<file path="src/qvs_pkg.sv">
// Purpose: shared constants and types for the valley switch turn-on control
// Assumes: 125 MHz mclk; times held in ns, counts derived from them
// Notes:   counts below are least times and round up to whole cycles; the strobe window is a longest time and rounds down
package qvs_pkg;

	localparam int CLK_MHZ = 125;
	localparam int CLK_HZ  = 125_000_000;
	localparam int CNT_W   = 16;

	// least time in ns to cycles, rounded up, never below one
	function automatic int ns_to_cyc_min(input int t_ns);
		int c;
		c = (t_ns * CLK_MHZ + 999) / 1000;
		return (c < 1) ? 1 : c;
	endfunction

	// longest time in ns to cycles, rounded down, never below one
	function automatic int ns_to_cyc_max(input int t_ns);
		int c;
		c = (t_ns * CLK_MHZ) / 1000;
		return (c < 1) ? 1 : c;
	endfunction

	// period of a frequency in cycles, rounded up so the limit is never beaten
	function automatic int hz_to_cyc(input int f_hz);
		return (CLK_HZ + f_hz - 1) / f_hz;
	endfunction

	// frequency limits of the oscillator variants
	localparam int OSC_LOW_HZ  = 136_000;
	localparam int OSC_HIGH_HZ = 225_000;
	// starter and fallback frequencies; plain defaults
	localparam int STARTER_HZ  = 22_000;
	localparam int FALLBACK_HZ = 13_000;

	localparam logic [CNT_W-1:0] OSC_LOW_CYCLES  = CNT_W'(hz_to_cyc(OSC_LOW_HZ));
	localparam logic [CNT_W-1:0] OSC_HIGH_CYCLES = CNT_W'(hz_to_cyc(OSC_HIGH_HZ));
	localparam logic [CNT_W-1:0] STARTER_CYCLES  = CNT_W'(hz_to_cyc(STARTER_HZ));
	localparam logic [CNT_W-1:0] FALLBACK_CYCLES = CNT_W'(hz_to_cyc(FALLBACK_HZ));

	// blanking lengths after turn-off
	localparam int BLANK_SHORT_NS = 2500;
	localparam int BLANK_LONG_NS  = 6300;
	localparam logic [CNT_W-1:0] BLANK_SHORT_CYCLES = CNT_W'(ns_to_cyc_min(BLANK_SHORT_NS));
	localparam logic [CNT_W-1:0] BLANK_LONG_CYCLES  = CNT_W'(ns_to_cyc_min(BLANK_LONG_NS));

	// valley landing delay after an accepted trigger; plain default
	localparam int TURN_ON_DELAY_NS = 200;
	localparam logic [CNT_W-1:0] TURN_ON_DELAY_CYCLES = CNT_W'(ns_to_cyc_min(TURN_ON_DELAY_NS));

	// strobe window for the 1 V sample; plain defaults
	localparam int STROBE_DELAY_NS  = 2000;
	localparam int STROBE_WINDOW_NS = 100;
	localparam logic [CNT_W-1:0] STROBE_START_CYCLES = CNT_W'(ns_to_cyc_min(STROBE_DELAY_NS));
	localparam logic [CNT_W-1:0] STROBE_END_CYCLES   =
		CNT_W'(ns_to_cyc_min(STROBE_DELAY_NS) + ns_to_cyc_max(STROBE_WINDOW_NS));

	localparam logic [CNT_W-1:0] CNT_MAX = {CNT_W{1'b1}};

	// synchroniser lanes and reset levels (lockout asserted at reset)
	localparam int         SYNC_W   = 6;
	localparam logic [5:0] SYNC_RST = 6'h20;

	typedef enum logic [1:0] {
		QVS_LOCKED,
		QVS_OFF,
		QVS_DELAY,
		QVS_ON
	} qvs_state_type;

endpackage

</file>
<file path="src/qvs_valley_ctrl.sv">
// Purpose: quasi-resonant turn-on decision, blanking, starter and restart charge select
// Assumes: comparators and supply monitors are asynchronous; turn_off_req and
//          fault_shutdown come from same-clock logic
// Notes:   current limit, overvoltage and burst handling live elsewhere
// Operation
// - trigger accepted only after arm crossing
// - fixed delay between trigger and turn-on
// - oscillator 136 or 225 kHz by variant
// - oscillator period restarts at every turn-on
// - trigger after full period turns switch on
// - early trigger ignored, wait for re-arm
// - sense edges ignored during post-turn-off blanking
// - inhibit extends until blanking ends
// - blanking is 2,5 us or 6,3 us
// - above 1 V short blanking, else long
// - unarmed sense runs fixed starter frequency
// - armed sense times turn-on from demagnetization
// - sense stuck above arm gives minimum frequency
// - after fault recharge only below restart level
// - reduced charge current after fault
// - 1 V sample in window after strobe delay
// - gate held low under supply lockout
`timescale 1ns/1ps
module qvs_valley_ctrl
	import qvs_pkg::*;
#(
	parameter bit               VARIANT_HIGH    = 1'b0,
	parameter logic [CNT_W-1:0] STARTER_PERIOD  = qvs_pkg::STARTER_CYCLES,
	parameter logic [CNT_W-1:0] FALLBACK_PERIOD = qvs_pkg::FALLBACK_CYCLES
) (
	// clock and reset
	input  wire logic mclk,
	input  wire logic rst_n,
	// demag sense comparators (asynchronous)
	input  wire logic arm_threshold,
	input  wire logic trigger_threshold,
	input  wire logic above_one_volt,
	// supply monitors (asynchronous)
	input  wire logic supply_lockout,
	input  wire logic restart_supply_level,
	input  wire logic hv_above_start,
	// same-clock control
	input  wire logic turn_off_req,
	input  wire logic fault_shutdown,
	// power switch
	output logic      gate_drive,
	// startup charge source
	output logic      startup_charge_current,
	output logic      charge_reduced,
	// status
	output logic      blank_long,
	output logic      qr_mode,
	output logic      fallback_active
);
	import qvs_pkg::*;

	localparam logic [CNT_W-1:0] OSC_PERIOD = VARIANT_HIGH ? OSC_HIGH_CYCLES : OSC_LOW_CYCLES;

	logic [SYNC_W-1:0] sync_lvl;
	logic              arm_s;
	logic              trig_s;
	logic              one_v_s;
	logic              lockout_s;
	logic              restart_s;
	logic              hv_s;
	logic              arm_d;
	logic              trig_d;
	logic              lockout_d;

	qvs_sync #(
		.WIDTH   (SYNC_W),
		.RST_VAL (SYNC_RST)
	) u_sync (
		.mclk     (mclk),
		.rst_n    (rst_n),
		.async_in ({supply_lockout, hv_above_start, restart_supply_level,
			above_one_volt, trigger_threshold, arm_threshold}),
		.sync_out (sync_lvl)
	);

	assign arm_s     = sync_lvl[0];
	assign trig_s    = sync_lvl[1];
	assign one_v_s   = sync_lvl[2];
	assign restart_s = sync_lvl[3];
	assign hv_s      = sync_lvl[4];
	assign lockout_s = sync_lvl[5];

	always_ff @(posedge mclk or negedge rst_n) begin
		if (!rst_n) begin
			arm_d     <= 1'b0;
			trig_d    <= 1'b0;
			lockout_d <= 1'b1;
		end else begin
			arm_d     <= arm_s;
			trig_d    <= trig_s;
			lockout_d <= lockout_s;
		end
	end

	qvs_state_type    state;
	qvs_state_type    next_state;
	logic [CNT_W-1:0] on_cnt;
	logic [CNT_W-1:0] off_cnt;
	logic [CNT_W-1:0] dly_cnt;
	logic [CNT_W-1:0] stuck_cnt;
	logic [CNT_W-1:0] blank_len;
	logic             armed;
	logic             arm_seen;
	logic             fault_latched;
	logic             win_high;
	logic             hold_off;
	logic             blanking;
	logic             osc_done;
	logic             arm_rise;
	logic             trig_fall;
	logic             accept_trig;
	logic             ignore_trig;
	logic             starter_fire;
	logic             fallback_fire;
	logic             turn_on;
	logic             turn_off;

	assign hold_off  = lockout_s | fault_latched;
	assign blank_len = blank_long ? BLANK_LONG_CYCLES : BLANK_SHORT_CYCLES;
	assign blanking  = (off_cnt < blank_len);
	assign osc_done  = (on_cnt >= OSC_PERIOD);
	// edges only count once blanking is over, so leakage ringing is masked
	assign arm_rise  = arm_s & ~arm_d & (state == QVS_OFF) & ~blanking;
	assign trig_fall = ~trig_s & trig_d & (state == QVS_OFF) & ~blanking;

	// the inhibit is the later of oscillator end and blanking end
	assign accept_trig   = trig_fall & armed & osc_done;
	assign ignore_trig   = trig_fall & armed & ~osc_done;
	assign starter_fire  = (state == QVS_OFF) & ~blanking & ~arm_seen & ~fallback_active
		& osc_done & (on_cnt >= STARTER_PERIOD);
	assign fallback_fire = (state == QVS_OFF) & ~blanking & fallback_active
		& (on_cnt >= FALLBACK_PERIOD);

	always_comb begin
		next_state = state;
		unique case (state)
			QVS_LOCKED: begin
				if (!hold_off) begin
					next_state = QVS_OFF;
				end
			end
			QVS_OFF: begin
				if (accept_trig) begin
					next_state = QVS_DELAY;
				end else if (starter_fire || fallback_fire) begin
					next_state = QVS_ON;
				end
			end
			QVS_DELAY: begin
				if (dly_cnt >= TURN_ON_DELAY_CYCLES - 1'b1) begin
					next_state = QVS_ON;
				end
			end
			QVS_ON: begin
				if (turn_off_req) begin
					next_state = QVS_OFF;
				end
			end
		endcase
		if (hold_off || fault_shutdown) begin
			next_state = QVS_LOCKED;
		end
	end

	assign turn_on  = (next_state == QVS_ON) & (state != QVS_ON);
	assign turn_off = (state == QVS_ON) & (next_state != QVS_ON);

	always_ff @(posedge mclk or negedge rst_n) begin
		if (!rst_n) begin
			state <= QVS_LOCKED;
		end else begin
			state <= next_state;
		end
	end

	// gate follows the on state; lockout forces it low
	always_ff @(posedge mclk or negedge rst_n) begin
		if (!rst_n) begin
			gate_drive <= 1'b0;
		end else begin
			gate_drive <= (next_state == QVS_ON);
		end
	end

	// oscillator period counts from the latest turn-on
	always_ff @(posedge mclk or negedge rst_n) begin
		if (!rst_n) begin
			on_cnt <= '0;
		end else if (state == QVS_LOCKED) begin
			on_cnt <= '0;
		end else if (turn_on) begin
			on_cnt <= '0;
		end else if (on_cnt != CNT_MAX) begin
			on_cnt <= on_cnt + 1'b1;
		end
	end

	// time since turn-off; saturated while locked so first start needs no blanking
	always_ff @(posedge mclk or negedge rst_n) begin
		if (!rst_n) begin
			off_cnt <= CNT_MAX;
		end else if (state == QVS_LOCKED) begin
			off_cnt <= CNT_MAX;
		end else if (turn_off) begin
			off_cnt <= '0;
		end else if (off_cnt != CNT_MAX) begin
			off_cnt <= off_cnt + 1'b1;
		end
	end

	always_ff @(posedge mclk or negedge rst_n) begin
		if (!rst_n) begin
			dly_cnt <= '0;
		end else if (state == QVS_DELAY) begin
			dly_cnt <= dly_cnt + 1'b1;
		end else begin
			dly_cnt <= '0;
		end
	end

	// arm state: set by rising crossing, spent by any trigger or turn-on
	always_ff @(posedge mclk or negedge rst_n) begin
		if (!rst_n) begin
			armed <= 1'b0;
		end else if (state != QVS_OFF) begin
			armed <= 1'b0;
		end else if (arm_rise) begin
			armed <= 1'b1;
		end else if (ignore_trig) begin
			armed <= 1'b0;
		end
	end

	// any arming since turn-on hands timing over to demagnetization
	always_ff @(posedge mclk or negedge rst_n) begin
		if (!rst_n) begin
			arm_seen <= 1'b0;
		end else if (arm_rise) begin
			arm_seen <= 1'b1;
		end else if (turn_on || state == QVS_LOCKED) begin
			arm_seen <= 1'b0;
		end
	end

	always_ff @(posedge mclk or negedge rst_n) begin
		if (!rst_n) begin
			qr_mode <= 1'b0;
		end else if (state == QVS_LOCKED) begin
			qr_mode <= 1'b0;
		end else if (turn_on) begin
			qr_mode <= arm_seen;
		end
	end

	// stuck detection: a sense level high for a full minimum period
	always_ff @(posedge mclk or negedge rst_n) begin
		if (!rst_n) begin
			stuck_cnt <= '0;
		end else if (!arm_s || state == QVS_LOCKED) begin
			stuck_cnt <= '0;
		end else if (stuck_cnt != CNT_MAX) begin
			stuck_cnt <= stuck_cnt + 1'b1;
		end
	end

	always_ff @(posedge mclk or negedge rst_n) begin
		if (!rst_n) begin
			fallback_active <= 1'b0;
		end else if (!arm_s || state == QVS_LOCKED) begin
			fallback_active <= 1'b0;
		end else if (stuck_cnt >= FALLBACK_PERIOD) begin
			fallback_active <= 1'b1;
		end
	end

	// strobe window: any high sample inside it picks short blanking
	always_ff @(posedge mclk or negedge rst_n) begin
		if (!rst_n) begin
			win_high <= 1'b0;
		end else if (turn_off) begin
			win_high <= 1'b0;
		end else if (state == QVS_OFF && off_cnt >= STROBE_START_CYCLES
			&& off_cnt < STROBE_END_CYCLES && one_v_s) begin
			win_high <= 1'b1;
		end
	end

	// long blanking from reset, as the output is low at power-up
	always_ff @(posedge mclk or negedge rst_n) begin
		if (!rst_n) begin
			blank_long <= 1'b1;
		end else if (state == QVS_OFF && off_cnt == STROBE_END_CYCLES) begin
			blank_long <= ~(win_high | one_v_s);
		end
	end

	// fault latch: set wins over the clear at lockout release
	always_ff @(posedge mclk or negedge rst_n) begin
		if (!rst_n) begin
			fault_latched <= 1'b0;
		end else if (fault_shutdown) begin
			fault_latched <= 1'b1;
		end else if (lockout_d && !lockout_s) begin
			fault_latched <= 1'b0;
		end
	end

	always_ff @(posedge mclk or negedge rst_n) begin
		if (!rst_n) begin
			charge_reduced <= 1'b0;
		end else begin
			charge_reduced <= fault_latched | fault_shutdown;
		end
	end

	// charge source: off while switching or with low HV input; after a
	// fault it waits for the restart level, then holds until lockout ends
	always_ff @(posedge mclk or negedge rst_n) begin
		if (!rst_n) begin
			startup_charge_current <= 1'b0;
		end else if (!lockout_s || !hv_s) begin
			startup_charge_current <= 1'b0;
		end else if (!fault_latched || restart_s) begin
			startup_charge_current <= 1'b1;
		end
	end

endmodule // qvs_valley_ctrl

</file>
<file path="src/qvs_sync.sv">
// Purpose: three-stage synchroniser for asynchronous comparator levels
// Assumes: single clock mclk, asynchronous active-low reset
// Notes:   output follows once stages two and three agree
`timescale 1ns/1ps
module qvs_sync #(
	parameter int                 WIDTH   = 1,
	parameter logic [WIDTH-1:0]   RST_VAL = '0
) (
	// clock and reset
	input  wire logic             mclk,
	input  wire logic             rst_n,
	// levels
	input  wire logic [WIDTH-1:0] async_in,
	output logic      [WIDTH-1:0] sync_out
);

	logic [WIDTH-1:0] stage1;
	logic [WIDTH-1:0] stage2;
	logic [WIDTH-1:0] stage3;

	// stage1 feeds stage2 only, to keep metastability contained
	always_ff @(posedge mclk or negedge rst_n) begin
		if (!rst_n) begin
			stage1 <= RST_VAL;
			stage2 <= RST_VAL;
			stage3 <= RST_VAL;
		end else begin
			stage1 <= async_in;
			stage2 <= stage1;
			stage3 <= stage2;
		end
	end

	always_ff @(posedge mclk or negedge rst_n) begin
		if (!rst_n) begin
			sync_out <= RST_VAL;
		end else begin
			for (int i = 0; i < WIDTH; i++) begin
				if (stage2[i] == stage3[i]) begin
					sync_out[i] <= stage3[i];
				end
			end
		end
	end

endmodule // qvs_sync

</file>
<file path="config.mk">
export PLATFORM = sky130hd
export DESIGN_NAME = qvs_valley_ctrl
export DESIGN_NICKNAME = d
export VERILOG_FILES = /design/src/qvs_pkg.sv /design/src/qvs_valley_ctrl.sv /design/src/qvs_sync.sv
export SDC_FILE = /design/constraint.sdc
export NUM_CORES = 1
export LEC_CHECK = 0
export ABC_CLOCK_PERIOD_IN_PS = 2850
export BUFFER_PORTS_ARGS = -buffer_cell sky130_fd_sc_hd__buf_2
export CAP_MARGIN = 20
export CELL_PAD_IN_SITES_DETAIL_PLACEMENT = 1
export CELL_PAD_IN_SITES_GLOBAL_PLACEMENT = 2
export CORE_MARGIN = 5
export CORE_UTILIZATION = 41
export DETAILED_ROUTE_END_ITERATION = 16
export PLACE_DENSITY_LB_ADDON = 0.1
export SETUP_SLACK_MARGIN = 0.02
export SLEW_MARGIN = 25
export SYNTH_ARGS = -nofsm -noshare
export SYNTH_HDL_FRONTEND = slang
export SYNTH_HIERARCHICAL = 1
export SYNTH_SLANG_ARGS = --single-unit
</file>
<file path="constraint.sdc">
create_clock -name mclk -period 2.85 [get_ports mclk]
set_input_delay 0.1425 -clock mclk [delete_from_list [all_inputs] [get_ports mclk]]
set_output_delay 0.1425 -clock mclk [all_outputs]
set_load 0.01 [all_outputs]
</file>
# After elaboration in Yosys (flattened, before gate mapping)
# Cells that the tools add are included.
# op_classes
add_sub_neg,4
magnitude_cmp,8
eq_ne,17
muxes,32
bitwise,28
n_reduce_logical,26
# ops
operator,n
2-to-1 mux 16 bit,9
adder 16 x 1 -> 16 bit (second input constant),4
!= test 16 bit (second input constant),3
>= comparator 16 x 14 -> 1 bit (second input constant),2
AND 1 bit,18
== test 16 x 9 -> 1 bit (second input constant),1
>= comparator 16 x 10 -> 1 bit (second input constant),1
>= comparator 16 x 13 -> 1 bit (second input constant),1
>= comparator 16 x 5 -> 1 bit (second input constant),1
>= comparator 16 x 8 -> 1 bit (second input constant),1
less-than comparator 16 x 10 -> 1 bit,1
less-than comparator 16 x 9 -> 1 bit (second input constant),1
2-to-1 mux 1 bit,15
nonzero test 2 bit,7
2-to-1 mux 2 bit,6
2-to-1 mux 10 bit,1
nonzero test 3 bit,3
one-hot mux 2 bit (4 select lines),1
inverter 1 bit,7
== test 1 bit,6
== test 2 bit (second input constant),3
logical OR 1 bit,6
logical AND 1 bit,5
zero test 1 bit,4
5 further kinds,8
# totals
reg_bits,103
in_bits,10

# Depth between registers and ports, before layout
# Gate-level depths: netlist (run 1).
# logic_depth
depth_word,18
ltp_mapped,9
depth_no_buf,9

# By module
# Netlist (run 1), hierarchy kept.
# modules_own_cells
mod,n_inst,cells_each,area_each_um2,seq_area_each_um2
qvs_valley_ctrl,1,448,4255.3,1999.4
qvs_sync,1,30,673.1,605.6

# Least setup slack after synthesis (run 1)
# OpenSTA, ideal clock, no wires.
# synth_timing
path_kind,register to register
startpoint,reg blank_long
endpoint,reg on_cnt[10]
setup_time_ps,121
t_arrival_ps,2386
path_slack_ps,343
path_stages_with_launch,10
path_buffers,1
cell_sequence,dfstp_2 inv_1 ha_1 nor4bb_2 and4b_1 a2111o_1 a31o_2 o21bai_4 buf_8 nor2_2
# synth_via
elab_chain_len,17
elab_cells_between_ends,23
cone_classes,order compare (1); eq/ne (1); mux (7); bitwise (12); reduce/logical (2)
# synth_rtl
element,line_no,text
start: declaration,qvs_valley_ctrl.sv:51,"output logic blank_long,"
start signal: assignment,qvs_valley_ctrl.sv:298,blank_long <= ~(win_high | one_v_s);
2-to-1 mux 10 bit (*),qvs_valley_ctrl.sv:124,assign blank_len = blank_long ? BLANK_LONG_CYCLES : BLANK_SHORT_CYCLES;
less-than comparator 16 x 10 -> 1 bit (*),qvs_valley_ctrl.sv:125,assign blanking = (off_cnt < blank_len);
inverter 1 bit (*),"qvs_valley_ctrl.sv:129, qvs_valley_ctrl.sv:134, qvs_valley_ctrl.sv:136",
AND 1 bit,"qvs_valley_ctrl.sv:134, qvs_valley_ctrl.sv:136",
AND 1 bit (2 in series),qvs_valley_ctrl.sv:134,assign starter_fire = (state == QVS_OFF) & ~blanking & ~arm_seen & ~fallback_active
AND 1 bit (2 in series),qvs_valley_ctrl.sv:135,& osc_done & (on_cnt >= STARTER_PERIOD);
logical OR 1 bit,qvs_valley_ctrl.sv:150,end else if (starter_fire || fallback_fire) begin
2-to-1 mux 2 bit,qvs_valley_ctrl.sv:150,
2-to-1 mux 2 bit (*),qvs_valley_ctrl.sv:148,if (accept_trig) begin
one-hot mux 2 bit (4 select lines) (*),qvs_valley_ctrl.sv:141,unique case (state)
2-to-1 mux 2 bit (*),qvs_valley_ctrl.sv:165,if (hold_off || fault_shutdown) begin
== test 2 bit (*),qvs_valley_ctrl.sv:170,assign turn_on = (next_state == QVS_ON) & (state != QVS_ON);
AND 1 bit (*),qvs_valley_ctrl.sv:170,
2-to-1 mux 16 bit,qvs_valley_ctrl.sv:196,end else if (turn_on) begin
2-to-1 mux 16 bit,qvs_valley_ctrl.sv:194,end else if (state == QVS_LOCKED) begin
end signal: assignment,qvs_valley_ctrl.sv:199,on_cnt <= on_cnt + 1'b1;
end: declaration,qvs_valley_ctrl.sv:102,logic [CNT_W-1:0] on_cnt;
# Mark *: on every way between the ends. The rest lies on a longest branch, timed or not.
# A chain may end at the register's enable or synchronous reset.

# Worst setup path after layout (run 1)
# layout_timing
startpoint,reg blank_long
endpoint,reg on_cnt[15]
# The elaborated chain is that of the path after synthesis.

==> results of run 1 <==
==> cell type report <==
type	count	share of cell area
flip-flops and latches	103	0.469
multi-input cells	344	0.395
clock buffers	13	0.0468
repair buffers	29	0.0387
well taps	147	0.0331
inverters	15	0.0101
clock inverters	3	0.00766
==> synthesized netlist by cell type (all sizes together), types with 2 or more instances <==
library cell / count
dfrtp: 81
nor2: 62
nand2: 36
xor2: 32
a21oi: 31
nand3: 25
dfstp: 22
xnor2: 16
inv: 15
nand4: 15
nor3: 15
clkbuf: 13
ha: 12
and3: 10
nor4: 10
o21ai: 10
maj3: 6
nand2b: 5
a311oi: 4
a31oi: 4
and4: 4
nor2b: 4
or2: 4
or3: 4
and2: 3
buf: 3
a211oi: 2
a21o: 2
and4b: 2
mux2i: 2
nand3b: 2
o211a: 2
o21a: 2
o22ai: 2
o311ai: 2
==> through the flow <==
stage | hold slack, ns | cells
global route | 0.147 | 654
floorplan | -0.153 | 478
CTS | 0.120 | 654
detailed placement | 0.253 | 630
finish | 0.137 | 654
global placement | 0.250 | 630
==> critical path: stages (launching register included) <==
cell	delay (ns)
dfstp_2	0.57
inv_1	0.07
ha_1	0.29
nor4bb_2	0.17
and4b_1	0.17
a2111o_1	0.50
a31o_2	0.30
o21bai_4	0.16
buf_12	0.17
a311oi_1	0.05
==> cells in the final DEF, fill, tap and decap left out, types with 4 or more instances in the layout <==
cell type,n
dfstp_2,22
xor2_1,32
ha_1,12
nand2b_1,5
nor2b_1,4
o21ai_0,9
clkbuf_16,9
nor2_2,10
or2_2,4
nand3_1,25
nand2_1,36
a311oi_1,4
dfrtp_1,81
nand4_1,15
inv_1,15
and4_1,4
maj3_2,6
and3_1,10
a31oi_1,4
buf_4,6
nor4_1,9
a21oi_1,31
nor2_1,52
xnor2_1,16
buf_2,14
dlygate4sd3_1,8
or3_1,4
nor3_1,15
==> final timing paths <==
path / start / to / slack (ns)
worst max-delay path: blank_long / on_cnt[15] / 0.25
worst min-delay path: turn_off_req / state[1] / 0.14
worst max register to register: blank_long / on_cnt[15] / 0.25
worst min register to register: u_sync/stage1[0] / u_sync/stage2[0] / 0.35
max in group asynchronous: rst_n / u_sync/stage2[5] / 1.61
min in group asynchronous: rst_n / u_sync/stage2[3] / 0.41
==> cell families after synthesis <==
family | share of synthesized area
AOI/OAI and AO/OA | 0.0911
xor gates and xnor gates | 0.0853
adders and majority gates | 0.0442
buffers and inverters | 0.0264
DFF | 0.529
muxes | 0.00635
and+or+nand+nor | 0.218
==> flip-flops by register name, summed over array words and instances, names as in the netlist <==
signal                  count
qr_mode                     1
dly_cnt                    16
startup_charge_current      1
arm_seen                    1
state                       2
u_sync/stage2               6
fault_latched               1
arm_d                       1
armed                       1
u_sync/stage3               6
off_cnt                    16
blank_long                  1
u_sync/sync_out             6
win_high                    1
gate_drive                  1
charge_reduced              1
u_sync/stage1               6
stuck_cnt                  16
fallback_active             1
trig_d                      1
lockout_d                   1
on_cnt                     16
==> routing by layer <==
metal / vias to the layer above / global-route usage / routed length [um]
li1: 1722 / - / -
met1: 1766 / 0.211 / 5220
met2: 27 / 0.253 / 4900
met3: 13 / 0.0476 / 270
met4: 0 / 0.0480 / 162
met5: - / 0 / 0
==> timing repair <==
item	CTS	global route
hold endpoints to repair	44	0
setup buffers	0	0
hold buffers	8	0
==> where the power goes <==
group / internal (W) / leakage (nW) / total [W] / switching, W
clock: 0.000729 / 0.146 / 0.00127 / 0.000538
sequential: 0.00150 / 1.30 / 0.00152 / 0.0000188
combinational: 0.0000362 / 0.815 / 0.0000895 / 0.0000534
==> flow_metrics.env, run 1 <==
export IMPL_h_tree_depth=3
export IMPL_netlist_area_sq_um=4930
export IMPL_synth_area_leaders="dfrtp_1, dfstp_2, xor2_1"
export IMPL_final_area_sq_um=5560
export IMPL_layout_area_seq_sq_um=2610
export IMPL_track_usage=0.159
export IMPL_crit_arrival_ns=2.82
export IMPL_synth_cell_type_count=55
export IMPL_pin_count=16
export IMPL_power_density_nw_per_um2=517
export IMPL_die_h_um=120
export IMPL_crit_type="flop to flop"
export IMPL_worst_slew_pin_transition_ns=0.854
export IMPL_dp_hpwl_um=7220
export IMPL_filler_cell_count=1340
export IMPL_synth_top_area_cell="dfrtp_1"
export IMPL_die_w_um=120
export IMPL_mappedNetlistNets=500
export IMPL_maxSlewHeadroom=0.430
export IMPL_cts_inserted_buffers=9
export IMPL_drv_slew=0
export IMPL_fin_nets=524
export IMPL_clock_skew_ns=0.00611
export IMPL_min_path_cells=4
export IMPL_rsz0062_at_grt="no"
export IMPL_path_clk_slew_ns=0.07
export IMPL_cts_root_buf="clkbuf_16"
export IMPL_hold_viol_final=0
export IMPL_ys_seq_elements=103
export IMPL_worst_slack_ns=0.250
export IMPL_setup_viol=0
export IMPL_post_cts_resized=0
export IMPL_n_antenna_cell=0
export IMPL_clock_latency_ns=0.35
export IMPL_syn_inst=478
export IMPL_grt_max_degree=60
export IMPL_ir_drop_uv=324
export IMPL_ys_seq_area_frac=0.529
export IMPL_cp_max_fo=16
export IMPL_clk_path_buf_depth=2
export IMPL_hp_class="input port to flop"
export IMPL_synth_area_per_cell_sq_um=10.3
export IMPL_die_area_sq_um=14300
export IMPL_postPlaceCellArea_sq_um=5170
export IMPL_synth_edf_count=0
export IMPL_wirelength_um=10500
export IMPL_synthFlopType="dfrtp_1"
export IMPL_core_area_sq_um=11900
export IMPL_cts_tree="yes"
export IMPL_vias=3528
export IMPL_cp_start_kind="flop"
export IMPL_power_leakage_nw=2.26
export IMPL_drc=0
export IMPL_fin_total_pwr_w=0.00287
export IMPL_worst_r2r_path_depth=9
export IMPL_synth_top_area_share=0.411
export IMPL_wire_per_inst_um=16.1
export IMPL_clkSinkCount=103
export IMPL_required_ns=3.07
export IMPL_grt_ovfl_total=0
export IMPL_grt_pass1_vias=3746
export IMPL_grt_antenna_before_repair=0
export IMPL_tns_ns=0
export IMPL_ant_nets=0
export IMPL_max_clock_freq_mhz=385
export IMPL_drive_gt1_frac=0.166
export IMPL_numPortBuffers=15
export IMPL_fin_util=0.466
export IMPL_outcome="completed"
export IMPL_first_pass_iters=4
export IMPL_multi_input_area_sq_um=2190
export IMPL_drv_cap=0
export IMPL_grt_pass1_wl_um=18300
export IMPL_synthToLayoutAreaGrowth_pct=12.7
export IMPL_finalCritPeriodShare=0.912
export IMPL_dpl_worst_slack_ns=0.230
export IMPL_async_flop_share=1.00
export IMPL_ys_warn_count=6
export IMPL_period_needed_ns=2.60
export IMPL_via_per_inst=5.39
export IMPL_setup_worst_path_end_class="flop"
export IMPL_drt_iter0_markers=198
export IMPL_start_util=0.414
export IMPL_place_gp_congestion=0.775
export IMPL_rows=40
Power figures use the tool's default switching activity.
==> run 2: changes to the inputs <==
Settings changed: ABC_AREA set to 1, CORE_UTILIZATION 41 to 40, CTS_BUF_LIST set to sky130_fd_sc_hd__clkbuf_2.
==> flow_metrics.env, run 2 <==
export IMPL_rows=41
export IMPL_cts_inserted_buffers=9
export IMPL_setup_viol=0
export IMPL_grt_pass1_vias=4351
export IMPL_async_flop_share=1.00
export IMPL_ys_seq_elements=103
export IMPL_rsz0062_at_grt="no"
export IMPL_pin_count=16
export IMPL_crit_type="flop to flop"
export IMPL_path_clk_slew_ns=0.31
export IMPL_mappedNetlistNets=632
export IMPL_cp_max_fo=19
export IMPL_vias=4109
export IMPL_drc=0
export IMPL_hp_class="input port to flop"
export IMPL_synthToLayoutAreaGrowth_pct=10.9
export IMPL_track_usage=0.173
export IMPL_maxSlewHeadroom=0.617
export IMPL_fin_nets=671
export IMPL_clock_skew_ns=0.0220
export IMPL_die_w_um=124
export IMPL_ys_seq_area_frac=0.502
export IMPL_place_gp_congestion=0.787
export IMPL_grt_ovfl_total=0
export IMPL_period_needed_ns=2.56
export IMPL_max_clock_freq_mhz=390
export IMPL_grt_max_degree=25
export IMPL_placed_cells=795
export IMPL_cts_root_buf="clkbuf_2"
export IMPL_required_ns=3.42
export IMPL_post_cts_resized=0
export IMPL_drive_gt1_frac=0.144
export IMPL_final_cell_mix="nand2_1, nor2_1, inv_1"
export IMPL_synth_top_area_cell="dfrtp_1"
export IMPL_fin_cells=827
export IMPL_worst_slew_pin_transition_ns=0.572
export IMPL_synthFlopType="dfrtp_1"
export IMPL_die_h_um=124
export IMPL_wire_per_inst_um=14.7
export IMPL_numPortBuffers=15
export IMPL_syn_inst=610
export IMPL_ant_nets=0
export IMPL_h_tree_depth=3
export IMPL_core_area_sq_um=12700
export IMPL_drv_slew=0
export IMPL_synth_cell_type_count=45
export IMPL_clock_latency_ns=0.61
export IMPL_tns_ns=0
export IMPL_dp_hpwl_um=8720
export IMPL_power_density_nw_per_um2=489
export IMPL_synth_most_common_cell="nand2_1"
export IMPL_final_common_cell="nand2_1"
export IMPL_finalCritPeriodShare=0.899
export IMPL_clk_path_buf_depth=2
export IMPL_setup_worst_path_end_class="flop"
export IMPL_synth_edf_count=0
export IMPL_start_util=0.409
export IMPL_netlist_area_sq_um=5190
export IMPL_first_pass_iters=4
export IMPL_grt_pass1_wl_um=20900
export IMPL_wirelength_um=12100
export IMPL_outcome="completed"
export IMPL_synth_area_leaders="dfrtp_1, dfstp_2, nand2_1"
export IMPL_clkSinkCount=103
export IMPL_drt_iter0_markers=162
export IMPL_reg2reg_slack_ns=0.29
export IMPL_power_leakage_nw=2.64
export IMPL_hold_viol_final=0
export IMPL_grt_antenna_before_repair=1
export IMPL_synth_area_per_cell_sq_um=8.51
export IMPL_cts_tree="yes"
export IMPL_ys_warn_count=6
export IMPL_drv_cap=0
export IMPL_synth_top_area_share=0.391
export IMPL_via_per_inst=4.97
export IMPL_die_area_sq_um=15400
export IMPL_cp_start_kind="flop"
export IMPL_ir_drop_uv=324
export IMPL_synth_common_cells="nand2_1, nor2_1, inv_1, dfrtp_1, nand3_1"
export IMPL_crit_arrival_ns=3.13
export IMPL_fin_total_pwr_w=0.00281
## run 2: cell count changes after synthesis, moves of 10 or more
cell / change
inv_1: +68
o21ai_0: +16
nand3_1: +13
and3_1: -10
xor2_1: -22
nor2_1: +33
xnor2_1: -13
nand2_1: +79
nand3_2: +11
## run 2: layout make-up
cell class	count	area [sq um]
multi-input cells	411	2190
clock buffers	9	45.0
flip-flops and latches	103	2610
inverters	87	327
well taps	172	215
diodes	1	2.50
clock inverters	7	109
repair buffers	37	263
fillers	1539	6910
## run 2: worst paths after layout
path,start,end,cells past startpoint
worst max-delay path,blank_long,off_cnt[9],18
worst min register to register,u_sync/stage1[5],u_sync/stage2[5],0
min in group asynchronous,rst_n,off_cnt[12],2
worst min-delay path,supply_lockout,u_sync/stage1[5],2
worst max register to register,blank_long,off_cnt[9],18
max in group asynchronous,rst_n,gate_drive,3
## run 2: power by group
part	switching [W]	total [W]	leakage, nW	internal [W]
combinational	0.000245	0.000378	1.25	0.000133
sequential	0.0000425	0.00157	1.30	0.00153
clock	0.000550	0.000863	0.0909	0.000313
total	0.000838	0.00281	2.64	0.00198
## run 2: logic make-up after synthesis
| kind of cell | count (synthesis) | share of synthesized area |
|---|---|---|
| compound gates | 68 | 0.0767 |
| xor+xnor | 13 | 0.0219 |
| fa+ha+maj | 12 | 0.0289 |
| buf+inv | 96 | 0.0757 |
| flops | 103 | 0.502 |
| simple gates | 318 | 0.295 |
## run 2: what timing repair did
| action | CTS | global route |
|---|---|---|
| endpoints found under the setup margin | 0 | 4 |
| hold buffers | 10 | 0 |
| hold endpoints to repair | 111 | 0 |
| setup buffers | 0 | 5 |
## run 2: layer usage
metal / routed length (um) / share of wire / up-vias / global-route usage
met2: 6140 / 0.51 / 24 / 0.303
met5: 0 / 0 / - / 0
met4: 120 / 0.0099 / 0 / 0.0438
met3: 338 / 0.028 / 10 / 0.0454
li1: - / - / 2056 / -
met1: 5530 / 0.46 / 2019 / 0.212
## run 2: critical path, cell delays in order (launching register included)
cell and delay (ns):
dfstp_2 0.65, inv_1 0.09, ha_1 0.29, nand2_1 0.06
inv_1 0.04, nand2_1 0.05, nand2_1 0.04, nand2_1 0.05
nand2_1 0.04, nand2_1 0.06, nand2_1 0.10, nand3_1 0.14
nand2_1 0.10, nand2_1 0.11, nand3_4 0.14, nand2_8 0.18
nand3_4 0.14, buf_4 0.20, nand3_2 0.05
## run 2: stage by stage
stage | cell area (sq um) | util | hold slack [ns] | setup slack, ns
2_1_floorplan | 5190 | - | -0.153 | 0.623
3_3_place_gp | 5470 | 0.432 | 0.169 | 0.383
3_5_place_dp | 5470 | 0.432 | 0.169 | 0.236
4_1_cts | 5720 | 0.452 | 0.0289 | 0.184
5_1_grt | 5760 | 0.454 | 0.0157 | 0.0689
6_report | 5760 | 0.454 | 0.132 | 0.288
